**src/hdl/sensor_ctrl_regs.vh**
```
// Register map constants for the primary sensor control register.
// Assumes inclusion by bare name from the control bank and its timer.
`ifndef SENSOR_CTRL_REGS_VH
`define SENSOR_CTRL_REGS_VH

// Register address on the internal serial register port
`define CTRL_PRIMARY_ADDR 8'h15

// Field positions
`define CTRL_RST_BIT 7
`define CTRL_ST_AXIS_HI 6
`define CTRL_ST_AXIS_LO 5
`define CTRL_SELFTEST_POLARITY_BIT 4
`define CTRL_WIRE_BIT 3
`define CTRL_FSR_HI 2
`define CTRL_FSR_LO 1
`define CTRL_ACTIVE_BIT 0

// Self-test axis encodings
`define ST_AXIS_OFF 2'h0
`define ST_AXIS_X 2'h1
`define ST_AXIS_Z 2'h2

// Full-scale range encodings
`define FSR_2G 2'h0
`define FSR_4G 2'h1
`define FSR_8G 2'h2
`define FSR_16G 2'h3

// Reset values per boot strap level
`define CTRL_RESET_STRAP_LOW 8'h00
`define CTRL_RESET_STRAP_HIGH 8'h03

// Oscillator periods between closed request and reset sequence start
`define RST_DELAY_LF_TICKS 4'hA

// Cycles of settling after async reset before straps are trusted
`define STRAP_SETTLE_CYCLES 2'h3

`endif

```
**src/hdl/soft_reset_timer.v**
```verilog
// Delay timer between a soft reset request and the reset sequence.
// Assumes lf_tick is a one-cycle pulse per low-frequency oscillator period, same clock.
`timescale 1ns/1ns
`include "sensor_ctrl_regs.vh"

module soft_reset_timer #(
	parameter CNT_W = 4,
	parameter [CNT_W-1:0] TICKS = `RST_DELAY_LF_TICKS
)
(
	input wire mclk,
	input wire rst_n,
	input wire start,
	input wire lf_tick,
	output reg fire
);

	reg [CNT_W-1:0] cnt_q; // Ticks still to wait
	reg run_q; // Counting in progress

	// Count oscillator ticks once started, fire one pulse at the end
	always @(posedge mclk or negedge rst_n)
	begin
		if (!rst_n)
		begin
			cnt_q <= {CNT_W{1'b0}};
			run_q <= 1'b0;
			fire <= 1'b0;
		end
		else
		begin
			fire <= 1'b0;
			// Skip the fire cycle: start may still be high then and would retrigger
			if (start && !run_q && !fire)
			begin
				// Load the full oscillator count
				cnt_q <= TICKS;
				run_q <= 1'b1;
			end
			else if (run_q && lf_tick)
			begin
				if (cnt_q == {{(CNT_W-1){1'b0}}, 1'b1})
				begin
					// Last tick elapsed, sequence begins
					run_q <= 1'b0;
					fire <= 1'b1;
				end
				cnt_q <= cnt_q - {{(CNT_W-1){1'b0}}, 1'b1};
			end
		end
	end

endmodule

```
**src/hdl/sensor_control_register.v**
```verilog
// Primary sensor control register with soft reset sequencing.
// Assumes a serial front end on mclk giving write/read strobes and an end-of-transfer pulse.
`timescale 1ns/1ns
`include "sensor_ctrl_regs.vh"

// Function
// - Writing bit 7 one requests soft reset
// - Reset accepted in every operating state
// - Soft reset reloads defaults into every field
// - Reset waits for stop or chip-select release
// - Sequence starts ten oscillator ticks after the closed request
// - Axis field: 00 off, 01 X, 10 Z
// - Bit 4 picks self-test displacement direction
// - Bit 3 selects 3-wire SPI, SPI only
// - Three-wire: MOSI bidirectional, MISO high impedance
// - Power-on or hibernate exit selects 4-wire
// - Strap high resets range and active to one
// - Bits 2:1 select 2/4/8/16 g range
// - Bit 0 standby zero, active one
// - Trigger pin mode makes active bit read-only
module sensor_control_register (
	input wire mclk,
	input wire rst_n,
	input wire reg_wr,
	input wire reg_rd,
	input wire [7:0] reg_addr,
	input wire [7:0] reg_wdata,
	output reg [7:0] reg_rdata,
	input wire xfer_done,
	input wire lf_tick,
	input wire hibernate_exit,
	input wire trigger_pin_mode_select,
	input wire boot_mode_strap,
	input wire host_interface_select,
	input wire trig_pin_level,
	output reg soft_reset_pulse,
	output reg selftest_x_en,
	output reg selftest_z_en,
	output reg selftest_polarity,
	output reg [1:0] full_scale_range,
	output reg active_mode,
	output reg spi_three_wire,
	output reg mosi_bidir,
	output reg miso_hiz
);

	// Synchronisers for pin inputs; first stage read only by second
	reg strap_s1_q, strap_s2_q;
	reg intf_s1_q, intf_s2_q;
	reg trig_s1_q, trig_s2_q;

	// Register fields
	reg rst_pend_q; // Soft reset requested, not yet sequenced
	reg [1:0] st_axis_q; // Self-test axis
	reg selftest_polarity_q; // Self-test polarity
	reg wire3_q; // Three-wire SPI request
	reg [1:0] fsr_q; // Full-scale range
	reg active_q; // Active mode bit

	reg armed_q; // Request seen and transfer closed
	reg [1:0] settle_q; // Post-reset strap settling count
	reg boot_load_q; // Strap defaults still to be loaded
	wire seq_fire; // Reset sequence begins this cycle
	wire addr_hit;
	wire [7:0] dflt; // Strap dependent defaults
	wire [7:0] reg_view; // Register as read back

	assign addr_hit = (reg_addr == `CTRL_PRIMARY_ADDR);
	// Strap level chooses the reset image
	assign dflt = strap_s2_q ? `CTRL_RESET_STRAP_HIGH : `CTRL_RESET_STRAP_LOW;

	// Pin synchronisers
	always @(posedge mclk or negedge rst_n)
	begin
		if (!rst_n)
		begin
			strap_s1_q <= 1'b0;
			strap_s2_q <= 1'b0;
			intf_s1_q <= 1'b0;
			intf_s2_q <= 1'b0;
			trig_s1_q <= 1'b0;
			trig_s2_q <= 1'b0;
		end
		else
		begin
			strap_s1_q <= boot_mode_strap;
			strap_s2_q <= strap_s1_q;
			intf_s1_q <= host_interface_select;
			intf_s2_q <= intf_s1_q;
			trig_s1_q <= trig_pin_level;
			trig_s2_q <= trig_s1_q;
		end
	end

	// Strap catch: wait for the synchroniser to fill before loading defaults
	always @(posedge mclk or negedge rst_n)
	begin
		if (!rst_n)
		begin
			settle_q <= 2'h0;
			boot_load_q <= 1'b1;
		end
		else if (boot_load_q)
		begin
			if (settle_q == `STRAP_SETTLE_CYCLES)
				boot_load_q <= 1'b0; // Defaults loaded this cycle
			else
				settle_q <= settle_q + 2'h1;
		end
	end

	// Arm once the request is pending and the bus transaction has ended.
	// Waiting here keeps the host's own frame from being cut short.
	always @(posedge mclk or negedge rst_n)
	begin
		if (!rst_n)
			armed_q <= 1'b0;
		else if (seq_fire)
			armed_q <= 1'b0;
		else if (rst_pend_q && xfer_done)
			armed_q <= 1'b1;
	end

	// Ten oscillator periods from closed request to sequence start
	soft_reset_timer #(
		.CNT_W(4),
		.TICKS(`RST_DELAY_LF_TICKS)
	) u_timer (
		.mclk(mclk),
		.rst_n(rst_n),
		.start(armed_q),
		.lf_tick(lf_tick),
		.fire(seq_fire)
	);

	// Register fields: load, reload on soft reset, host writes
	always @(posedge mclk or negedge rst_n)
	begin
		if (!rst_n)
		begin
			// Power-on image; strap level applied once settled
			rst_pend_q <= 1'b0;
			st_axis_q <= `ST_AXIS_OFF;
			selftest_polarity_q <= 1'b0;
			wire3_q <= 1'b0;
			fsr_q <= `FSR_2G;
			active_q <= 1'b0;
		end
		else if ((boot_load_q && settle_q == `STRAP_SETTLE_CYCLES) || seq_fire)
		begin
			// Reload all fields, request bit self-clears
			rst_pend_q <= dflt[`CTRL_RST_BIT];
			st_axis_q <= dflt[`CTRL_ST_AXIS_HI:`CTRL_ST_AXIS_LO];
			selftest_polarity_q <= dflt[`CTRL_SELFTEST_POLARITY_BIT];
			wire3_q <= dflt[`CTRL_WIRE_BIT];
			fsr_q <= dflt[`CTRL_FSR_HI:`CTRL_FSR_LO];
			active_q <= dflt[`CTRL_ACTIVE_BIT];
		end
		else if (hibernate_exit)
		begin
			// Leaving hibernate forces 4-wire SPI
			wire3_q <= 1'b0;
		end
		else if (reg_wr && addr_hit && !boot_load_q)
		begin
			// Request taken in any mode; once pending it stays pending
			if (reg_wdata[`CTRL_RST_BIT])
				rst_pend_q <= 1'b1;
			st_axis_q <= reg_wdata[`CTRL_ST_AXIS_HI:`CTRL_ST_AXIS_LO];
			selftest_polarity_q <= reg_wdata[`CTRL_SELFTEST_POLARITY_BIT];
			wire3_q <= reg_wdata[`CTRL_WIRE_BIT];
			fsr_q <= reg_wdata[`CTRL_FSR_HI:`CTRL_FSR_LO];
			// Active bit frozen while trigger pin controls mode
			if (!trigger_pin_mode_select)
				active_q <= reg_wdata[`CTRL_ACTIVE_BIT];
		end
	end

	// Read image: active bit reflects the effective operating mode
	assign reg_view = {rst_pend_q, st_axis_q, selftest_polarity_q, wire3_q, fsr_q,
		(trigger_pin_mode_select ? trig_s2_q : active_q)};

	// Read data register; unmatched address reads zero
	always @(posedge mclk or negedge rst_n)
	begin
		if (!rst_n)
			reg_rdata <= 8'h00;
		else if (reg_rd)
			reg_rdata <= addr_hit ? reg_view : 8'h00;
	end

	// Registered decode of fields onto the block's control outputs
	always @(posedge mclk or negedge rst_n)
	begin
		if (!rst_n)
		begin
			soft_reset_pulse <= 1'b0;
			selftest_x_en <= 1'b0;
			selftest_z_en <= 1'b0;
			selftest_polarity <= 1'b0;
			full_scale_range <= `FSR_2G;
			active_mode <= 1'b0;
			spi_three_wire <= 1'b0;
			mosi_bidir <= 1'b0;
			miso_hiz <= 1'b0;
		end
		else
		begin
			// Reset of all functional blocks, one cycle
			soft_reset_pulse <= seq_fire;
			// Code 11 is undefined and treated as off
			selftest_x_en <= (st_axis_q == `ST_AXIS_X);
			selftest_z_en <= (st_axis_q == `ST_AXIS_Z);
			selftest_polarity <= selftest_polarity_q;
			full_scale_range <= fsr_q;
			// Trigger pin drives mode directly when selected
			active_mode <= trigger_pin_mode_select ? trig_s2_q : active_q;
			// Wire count ignored unless SPI is strapped
			spi_three_wire <= intf_s2_q & wire3_q;
			mosi_bidir <= intf_s2_q & wire3_q;
			miso_hiz <= intf_s2_q & wire3_q;
		end
	end

endmodule

```
**config.mk**
```make
export PLATFORM = sky130hd
export DESIGN_NAME = sensor_control_register
export DESIGN_NICKNAME = d
export VERILOG_FILES = /design/src/hdl/soft_reset_timer.v /design/src/hdl/sensor_control_register.v
export VERILOG_INCLUDE_DIRS = /design/src /design/src/hdl
export SDC_FILE = /design/constraint.sdc
export NUM_CORES = 1
export LEC_CHECK = 0
export ABC_AREA = 1
export BUFFER_PORTS_ARGS = -buffer_cell sky130_fd_sc_hd__clkbuf_2
export CORE_MARGIN = 1
export CORE_UTILIZATION = 25
export CTS_CLUSTER_DIAMETER = 200
export DETAILED_ROUTE_END_ITERATION = 7
export GPL_TIMING_DRIVEN = 0
export PLACE_DENSITY = 0.54
export SLEW_MARGIN = 30
export SYNTH_ARGS = -nofsm -noshare
export SYNTH_HDL_FRONTEND = slang
export SYNTH_HIERARCHICAL = 1
export SYNTH_SLANG_ARGS = --single-unit
```
**constraint.sdc**
```tcl
create_clock -name mclk -period 1.3 [get_ports mclk]
set_clock_uncertainty 0.2 [all_clocks]
set_input_delay 0.195 -clock mclk [delete_from_list [all_inputs] [get_ports mclk]]
set_output_delay 0.195 -clock mclk [all_outputs]
set_load 0.01 [all_outputs]
```
==> impl_metrics.json, run 1 <==
{
  "outcome": "finished with violations",
  "violations": "DRC, setup timing",
  "clock_tree_root_driver_cell": "sky130_fd_sc_hd__clkbuf_8",
  "worst_path_max_delay_cell": "sky130_fd_sc_hd__dfrtp_1",
  "startpoint_types": "register",
  "drt_first_pass_iters": 6,
  "synth_top_cell_area_share": 0.582,
  "critical_path.top_delay_family": "flip-flops",
  "ff2ff_path_depth": 6,
  "seq_area_frac_synth": 0.597,
  "clock_sink_count": 40,
  "grtUsageTotal": 0.106,
  "finalSetupViolCount": 11,
  "power.share.switching": 0.289,
  "register_to_register_setup_slack_ns": -0.13,
  "power.sequential.fraction": 0.480,
  "ios": 45,
  "hold-path-endpoint": "active_q",
  "die_outline_area_um2": 7040,
  "synth_async_sr_flop_share": 1.00,
  "critPathBufInv": 1,
  "dp_hpwl_mm": 2.47,
  "worstHoldPathType": "input pin to register",
  "grt_pass1_wl_mm": 5.91,
  "gr-total-overflow": 0,
  "cts_tree": "built",
  "yosys.cell_types.count": 27,
  "internal-power_mw": 2.30,
  "drcViolationCount": 8,
  "num_vias": 1341,
  "post_synth.cell_area_avg_um2": 9.70,
  "synth_register_bits": 40,
  "report.final.slew_viol_count": 0,
  "sw_pwr_uw": 937,
  "fin_nets": 275,
  "vertical_die_dimension_um": 83.9,
  "core.rowCount": 29,
  "worst_path_largest_cell_delay_ns": 0.42,
  "mappedNetlistArea_um2": 1680,
  "required_ns": 1.28,
  "measured_slew_at_the_worst_slew_check_pin_ns": 0.556,
  "synth_common_cells": "sky130_fd_sc_hd__nand2_1 (45), sky130_fd_sc_hd__dfrtp_1 (39), sky130_fd_sc_hd__inv_1 (19), sky130_fd_sc_hd__nand3_1 (16), sky130_fd_sc_hd__nor2_1 (14)",
  "synthCells": 173,
  "layout.cell_area.non_filler_um2": 2480,
  "worstPathArrival_ns": 1.41,
  "postPlaceCellArea_um2": 2060,
  "post_synth_main_area_contributors": "sky130_fd_sc_hd__dfrtp_1 (58%), sky130_fd_sc_hd__nand2_1 (10%), sky130_fd_sc_hd__nand3_1 (4.8%)",
  "post_drt_wl_per_cell_um": 10.8,
  "relSlewSlack": 0.629,
  "grt_antenna_before_repair": 0,
  "hold_path_depth": 5,
  "critPathKind": "register to register",
  "worst-path-max-fanout": 6,
  "clkTransAtPathRegs_ns": 0.08,
  "clk_path_buf_depth": 2,
  "port_buffers": 44,
  "tritoncts.num_buffers": 5,
  "final_antenna_net_count": 0,
  "main_flop_type_after_synthesis": "sky130_fd_sc_hd__dfrtp_1",
  "htree_num_levels": 2,
  "insertion_delay_ns": 0.29,
  "grt_pass1_vias": 1325,
  "worst_r2r_endpoint": "active_q",
  "achievable_freq_mhz": 702,
  "starting_density": 0.261,
  "pwr_density_cell_nw_per_um2": 1310,
  "grt_max_degree": 41,
  "drt_first_iter_violations": 77,
  "area_growth_syn_to_layout_pct": 47.7,
  "critical_path.endpoint_type": "register",
  "final_layout_size_suffix_gt1_frac": 0.402,
  "vias_per_cell": 4.15,
  "core-area_um2": 6420,
  "nFillCells": 663,
  "ir_worst_vdd_mv": 0.796,
  "beginning_of_the_worst_hold_path": "reg_wdata[0]",
  "yosys_top_cell_by_area": "sky130_fd_sc_hd__dfrtp_1",
  "layout_worst_path_cycle_share": 1.10,
  "power.combinational.fraction": 0.201,
  "part_of_the_power_in_the_clock_network": 0.319,
  "power.static_leakage_nw": 1.26,
  "fp.dieW_um": 83.9,
  "place_ws_ns": -0.170,
  "setup_ws_ns": -0.125,
  "worstPathCellList": "ha_4, a21oi_4, buf_12, nand2_2, nand4_1, nand2_1",
  "grt_setup_unrepaired": "yes",
  "worst_r2r_startpoint": "settle_q[1]",
  "max_cap_viol_count": 0,
  "postRouteWirelength_mm": 3.50,
  "postSynthNetCount": 203,
  "synth_enable_flop_cells": 0,
  "synth_most_common_cell": "sky130_fd_sc_hd__nand2_1",
  "diodes": 0,
  "synthesis.yosys.warnings": 6,
  "gp_congestion": 0.756,
  "final.min_clock_period_ns": 1.43,
  "final-hold-violation-count": 0
}
[flip-flops by register name (all words and copies together) (netlist names), 2 cells and up]
name	count
reg_rdata	8
fsr_q	2
settle_q	2
u_timer/cnt_q	4
full_scale_range	2
st_axis_q	2
[cell families (layout without fill, tap and decap cells)]
group	Yosys count	count (layout)	synth area share
AO/OA/AOI/OAI	16	16	0.0626
flip-flops	40	40	0.597
XOR/XNOR	1	1	0.00522
multiplexers	1	1	0.00671
buffers and inverters	25	98	0.0656
adder cells (fa/ha/maj)	3	3	0.0224
AND/OR/NAND/NOR	87	87	0.240
[area by class of cell]
| type | count | area (um2) | area share |
|---|---|---|---|
| buffer | 3 | 37.5 | 0.0152 |
| clock buffer | 5 | 68.8 | 0.0278 |
| clock inverter | 3 | 47.5 | 0.0192 |
| inverter | 22 | 83.8 | 0.0338 |
| multi-input combinational | 108 | 672 | 0.271 |
| sequential | 40 | 1000 | 0.405 |
| tap | 77 | 96.3 | 0.0389 |
| timing repair buffer | 65 | 468 | 0.189 |
[worst reg2reg max path, stage by stage, from the launching register on]
cell                      delay, ns
sky130_fd_sc_hd__dfrtp_1       0.42
sky130_fd_sc_hd__ha_4          0.20
sky130_fd_sc_hd__a21oi_4       0.17
sky130_fd_sc_hd__buf_12        0.15
sky130_fd_sc_hd__nand2_2       0.06
sky130_fd_sc_hd__nand4_1       0.08
sky130_fd_sc_hd__nand2_1       0.05
[cell usage in the layout (no fill, tap or decap), types with 3 or more instances in the layout]
| master | instances |
|---|---|
| sky130_fd_sc_hd__inv_1 | 17 |
| sky130_fd_sc_hd__inv_2 | 4 |
| sky130_fd_sc_hd__buf_6 | 6 |
| sky130_fd_sc_hd__o21ai_0 | 7 |
| sky130_fd_sc_hd__nand2_2 | 4 |
| sky130_fd_sc_hd__nand2_1 | 40 |
| sky130_fd_sc_hd__clkbuf_8 | 5 |
| sky130_fd_sc_hd__nor2_1 | 12 |
| sky130_fd_sc_hd__nand3_2 | 10 |
| sky130_fd_sc_hd__nor2_4 | 3 |
| sky130_fd_sc_hd__nand4_1 | 3 |
| sky130_fd_sc_hd__buf_4 | 3 |
| sky130_fd_sc_hd__nand3_1 | 6 |
| sky130_fd_sc_hd__nor2_2 | 4 |
| sky130_fd_sc_hd__clkbuf_2 | 41 |
| sky130_fd_sc_hd__dfrtp_1 | 38 |
| sky130_fd_sc_hd__dlygate4sd3_1 | 14 |
[worst max path at each step]
| stage | start | end | slack [ns] | cells past startpoint |
|---|---|---|---|---|
| CTS | settle_q[0] | st_axis_q[0] | -0.13 | 6 |
| finish | settle_q[1] | active_q | -0.13 | 6 |
| detailed placement | settle_q[0] | st_axis_q[0] | -0.17 | 5 |
| floorplan | boot_load_q | settle_q[1] | -0.07 | 3 |
| global placement | settle_q[0] | st_axis_q[1] | -0.16 | 5 |
| global route | settle_q[1] | active_q | -0.20 | 6 |
[per-stage QoR]
step | hold WS [ns] | setup TNS, ns | std cells | util | power [mW]
6_report | 0.0436 | -1.08 | 323 | 0.386 | 3.24
5_1_grt | 0.0458 | -1.77 | 323 | 0.386 | 3.44
4_1_cts | 0.0469 | -1.17 | 321 | 0.375 | 3.23
3_5_place_dp | 0.0475 | -1.33 | 294 | 0.320 | 2.09
3_3_place_gp | 0.107 | -1.22 | 294 | 0.320 | 2.07
2_1_floorplan | -0.301 | -0.441 | 173 | - | 1.89
[power groups by stage]
stage,logic [mW],registers (mW),clock network [mW]
after floorplan,0.338,1.55,0
after global placement,0.508,1.56,0
after detailed placement,0.532,1.56,0
after CTS,0.626,1.54,1.07
after global routing,0.741,1.58,1.12
final,0.650,1.56,1.03
[metal layers]
metal  track usage  vias to the layer above  wire [um]
li1              -                      690          -
met1         0.132                      622       1610
met2         0.177                       27       1710
met3        0.0326                        2        161
met4        0.0282                        0         15
met5             0                        -          0
[timing repair]
item / 4_1_cts / 5_1_grt
endpoints found under the setup margin: 11 / 16
cloned: 1 / 0
hold buffers: 14 / 0
setup buffers: 4 / 2
gates resized for setup: 8 / 18
endpoints found under the hold margin: 51 / 0
pin swaps: 7 / 6
(Power assumes the default switching activity.)
==> inputs of run 2 (changes only) <==
Settings changed: PLACE_DENSITY 0.54 to 0.53, SYNTH_HIERARCHICAL 1 to default.
==> impl_metrics.json, run 2 <==
{
  "outcome": "finished with violations",
  "violations": "DRC, setup timing",
  "layout.cell_area.non_filler_um2": 2390,
  "critPathKind": "register to register",
  "core.rowCount": 29,
  "grt_pass1_vias": 1269,
  "max_cap_viol_count": 0,
  "worst_path_largest_cell_delay_ns": 0.41,
  "post-route-util": 0.372,
  "synthesis.yosys.warnings": 0,
  "synth_common_cells": "sky130_fd_sc_hd__nand2_1 (42), sky130_fd_sc_hd__dfrtp_1 (39), sky130_fd_sc_hd__inv_1 (16), sky130_fd_sc_hd__nand3_1 (8), sky130_fd_sc_hd__o21ai_1 (8)",
  "gr-total-overflow": 0,
  "number_of_flip_flops_in_the_largest_register": 8,
  "worst_path_max_delay_cell": "sky130_fd_sc_hd__dfrtp_1",
  "dp_hpwl_mm": 2.47,
  "insertion_delay_ns": 0.29,
  "synth_async_sr_flop_share": 1.00,
  "synth_most_common_cell": "sky130_fd_sc_hd__nand2_1",
  "starting_density": 0.263,
  "final.min_clock_period_ns": 1.46,
  "grt.met3_usage": 0.0383,
  "post_drt_wl_per_cell_um": 11.2,
  "required_ns": 1.27,
  "vertical_die_dimension_um": 84.1,
  "main_flop_type_after_synthesis": "sky130_fd_sc_hd__dfrtp_1",
  "clock_sink_count": 40,
  "final-hold-violation-count": 0,
  "clkTransAtPathRegs_ns": 0.07,
  "yosys.cell_types.count": 27,
  "critPathBufInv": 1,
  "pwr_density_cell_nw_per_um2": 1330,
  "final_layout_size_suffix_gt1_frac": 0.418,
  "measured_slew_at_the_worst_slew_check_pin_ns": 0.552,
  "fp.dieW_um": 84.1,
  "critical_path.top_delay_family": "flip-flops",
  "grt_pass1_wl_mm": 5.95,
  "worstHoldPathType": "input pin to register",
  "clk_path_buf_depth": 2,
  "postRouteWirelength_mm": 3.53,
  "die_outline_area_um2": 7080,
  "achievable_freq_mhz": 687,
  "critical_path.endpoint_type": "register",
  "synth_enable_flop_cells": 0,
  "core-area_um2": 6420,
  "power.static_leakage_nw": 1.23,
  "gp_congestion": 0.712,
  "grt_setup_unrepaired": "yes",
  "final_common_cell": "sky130_fd_sc_hd__clkbuf_2",
  "seq_area_frac_synth": 0.594,
  "htree_num_levels": 2,
  "drt_first_iter_violations": 68,
  "yosys_top_cell_by_area": "sky130_fd_sc_hd__dfrtp_1",
  "synth_register_bits": 40,
  "postSynthNetCount": 198,
  "post_synth.cell_area_avg_um2": 10.0,
  "place_ws_ns": -0.163,
  "grt_max_degree": 41,
  "fin_nets": 268,
  "synth_top_cell_area_share": 0.579,
  "port_buffers": 44,
  "drt_first_pass_iters": 6,
  "worstPathCellList": "ha_4, buf_4, nor2_4, mux2_4",
  "cts_tree": "built",
  "grt_antenna_before_repair": 0,
  "diodes": 0,
  "clock_tree_root_driver_cell": "sky130_fd_sc_hd__clkbuf_8",
  "report.final.slew_viol_count": 0,
  "use_met1": 0.136,
  "startpoint_types": "register",
  "ir_worst_vdd_mv": 0.983,
  "postPlaceCellArea_um2": 2030,
  "mappedNetlistArea_um2": 1690,
  "grtUsageTotal": 0.109,
  "area_growth_syn_to_layout_pct": 41.7,
  "relSlewSlack": 0.632,
  "gr-max-usage-layer": "met2",
  "ios": 45,
  "post_synth_main_area_contributors": "sky130_fd_sc_hd__dfrtp_1 (58%), sky130_fd_sc_hd__nand2_1 (9.3%), sky130_fd_sc_hd__inv_1 (3.6%)",
  "worst-path-max-fanout": 3,
  "layout_worst_path_cycle_share": 1.12,
  "setup_ws_ns": -0.155,
  "final_antenna_net_count": 0,
  "grtUsageMet2": 0.172,
  "tritoncts.num_buffers": 5,
  "worstPathArrival_ns": 1.43,
  "registers.top_by_ff_count": "reg_rdata",
  "layout.cells.most_common_list": "sky130_fd_sc_hd__clkbuf_2 (41), sky130_fd_sc_hd__nand2_1 (39), sky130_fd_sc_hd__dfrtp_1 (39)",
  "drcViolationCount": 8,
  "vias_per_cell": 4.11,
  "finalSetupViolCount": 12,
  "layout_top_registers": "reg_rdata: 8 flops, u_timer.cnt_q: 4 flops",
  "synthCells": 168,
  "final.setup.tns_ns": -1.08,
  "num_vias": 1300
}
[run 2: final timing paths]
| check | start | end | slack, ns | cells after the start |
|---|---|---|---|---|
| worst max-delay path | settle_q[0] | settle_q[1] | -0.16 | 4 |
| worst min-delay path | trigger_pin_mode_select | active_mode | 0.02 | 2 |
| worst max register to register | settle_q[0] | settle_q[1] | -0.16 | 4 |
| worst min register to register | intf_s1_q | intf_s2_q | 0.15 | 0 |
| max in group asynchronous | rst_n | boot_load_q | 0.27 | 2 |
| min in group asynchronous | rst_n | u_timer.cnt_q[0] | 0.24 | 2 |
[run 2: stage by stage]
step / hold WS (ns) / instances / total power [mW]
global placement: 0.104 / 289 / 2.12
CTS: 0.0160 / 310 / 3.10
floorplan: -0.301 / 168 / 1.93
detailed placement: 0.0454 / 289 / 2.14
finish: 0.0196 / 316 / 3.19
global route: 0.0467 / 316 / 3.42
[run 2: final cells by class]
type / instances / area [um2]
Buffer: 3 / 37.5
Clock buffer: 8 / 90.1
Fill cell: 636 / 4030
Inverter: 23 / 88.8
Multi-Input combinational cell: 102 / 648
Sequential cell: 40 / 1000
Tap cell: 77 / 96.3
Timing Repair Buffer: 63 / 427
[run 2: cell families after synthesis]
family                     after synthesis  synth area share
buffers and inverters                   26            0.0668
xor gates and xnor gates                 1           0.00519
and+or+nand+nor                         78             0.237
adders and majority gates                3            0.0223
muxes                                    1           0.00668
DFF                                     40             0.594
AOI/OAI and AO/OA                       19            0.0682
[run 2: metal layers]
| metal | vias up | part of all wire | routed length, um |
|---|---|---|---|
| li1 | 671 | - | - |
| met1 | 592 | 0.47 | 1670 |
| met2 | 30 | 0.46 | 1620 |
| met3 | 7 | 0.054 | 192 |
| met4 | 0 | 0.016 | 55 |
| met5 | - | 0 | 0 |
[run 2: timing repair]
item	in CTS	in global routing
gates cloned	0	1
pin swaps	3	8
resized for setup	7	18
hold buffers	11	0
endpoints found under the hold margin	49	0
setup buffers	2	5
endpoints found under the setup margin	12	15
[run 2: where the power goes]
part / internal (mW) / switching (mW) / leakage (nW) / total (mW)
sequential: 1.43 / 0.140 / 0.512 / 1.57
combinational: 0.358 / 0.420 / 0.672 / 0.778
clock: 0.433 / 0.407 / 0.0455 / 0.839
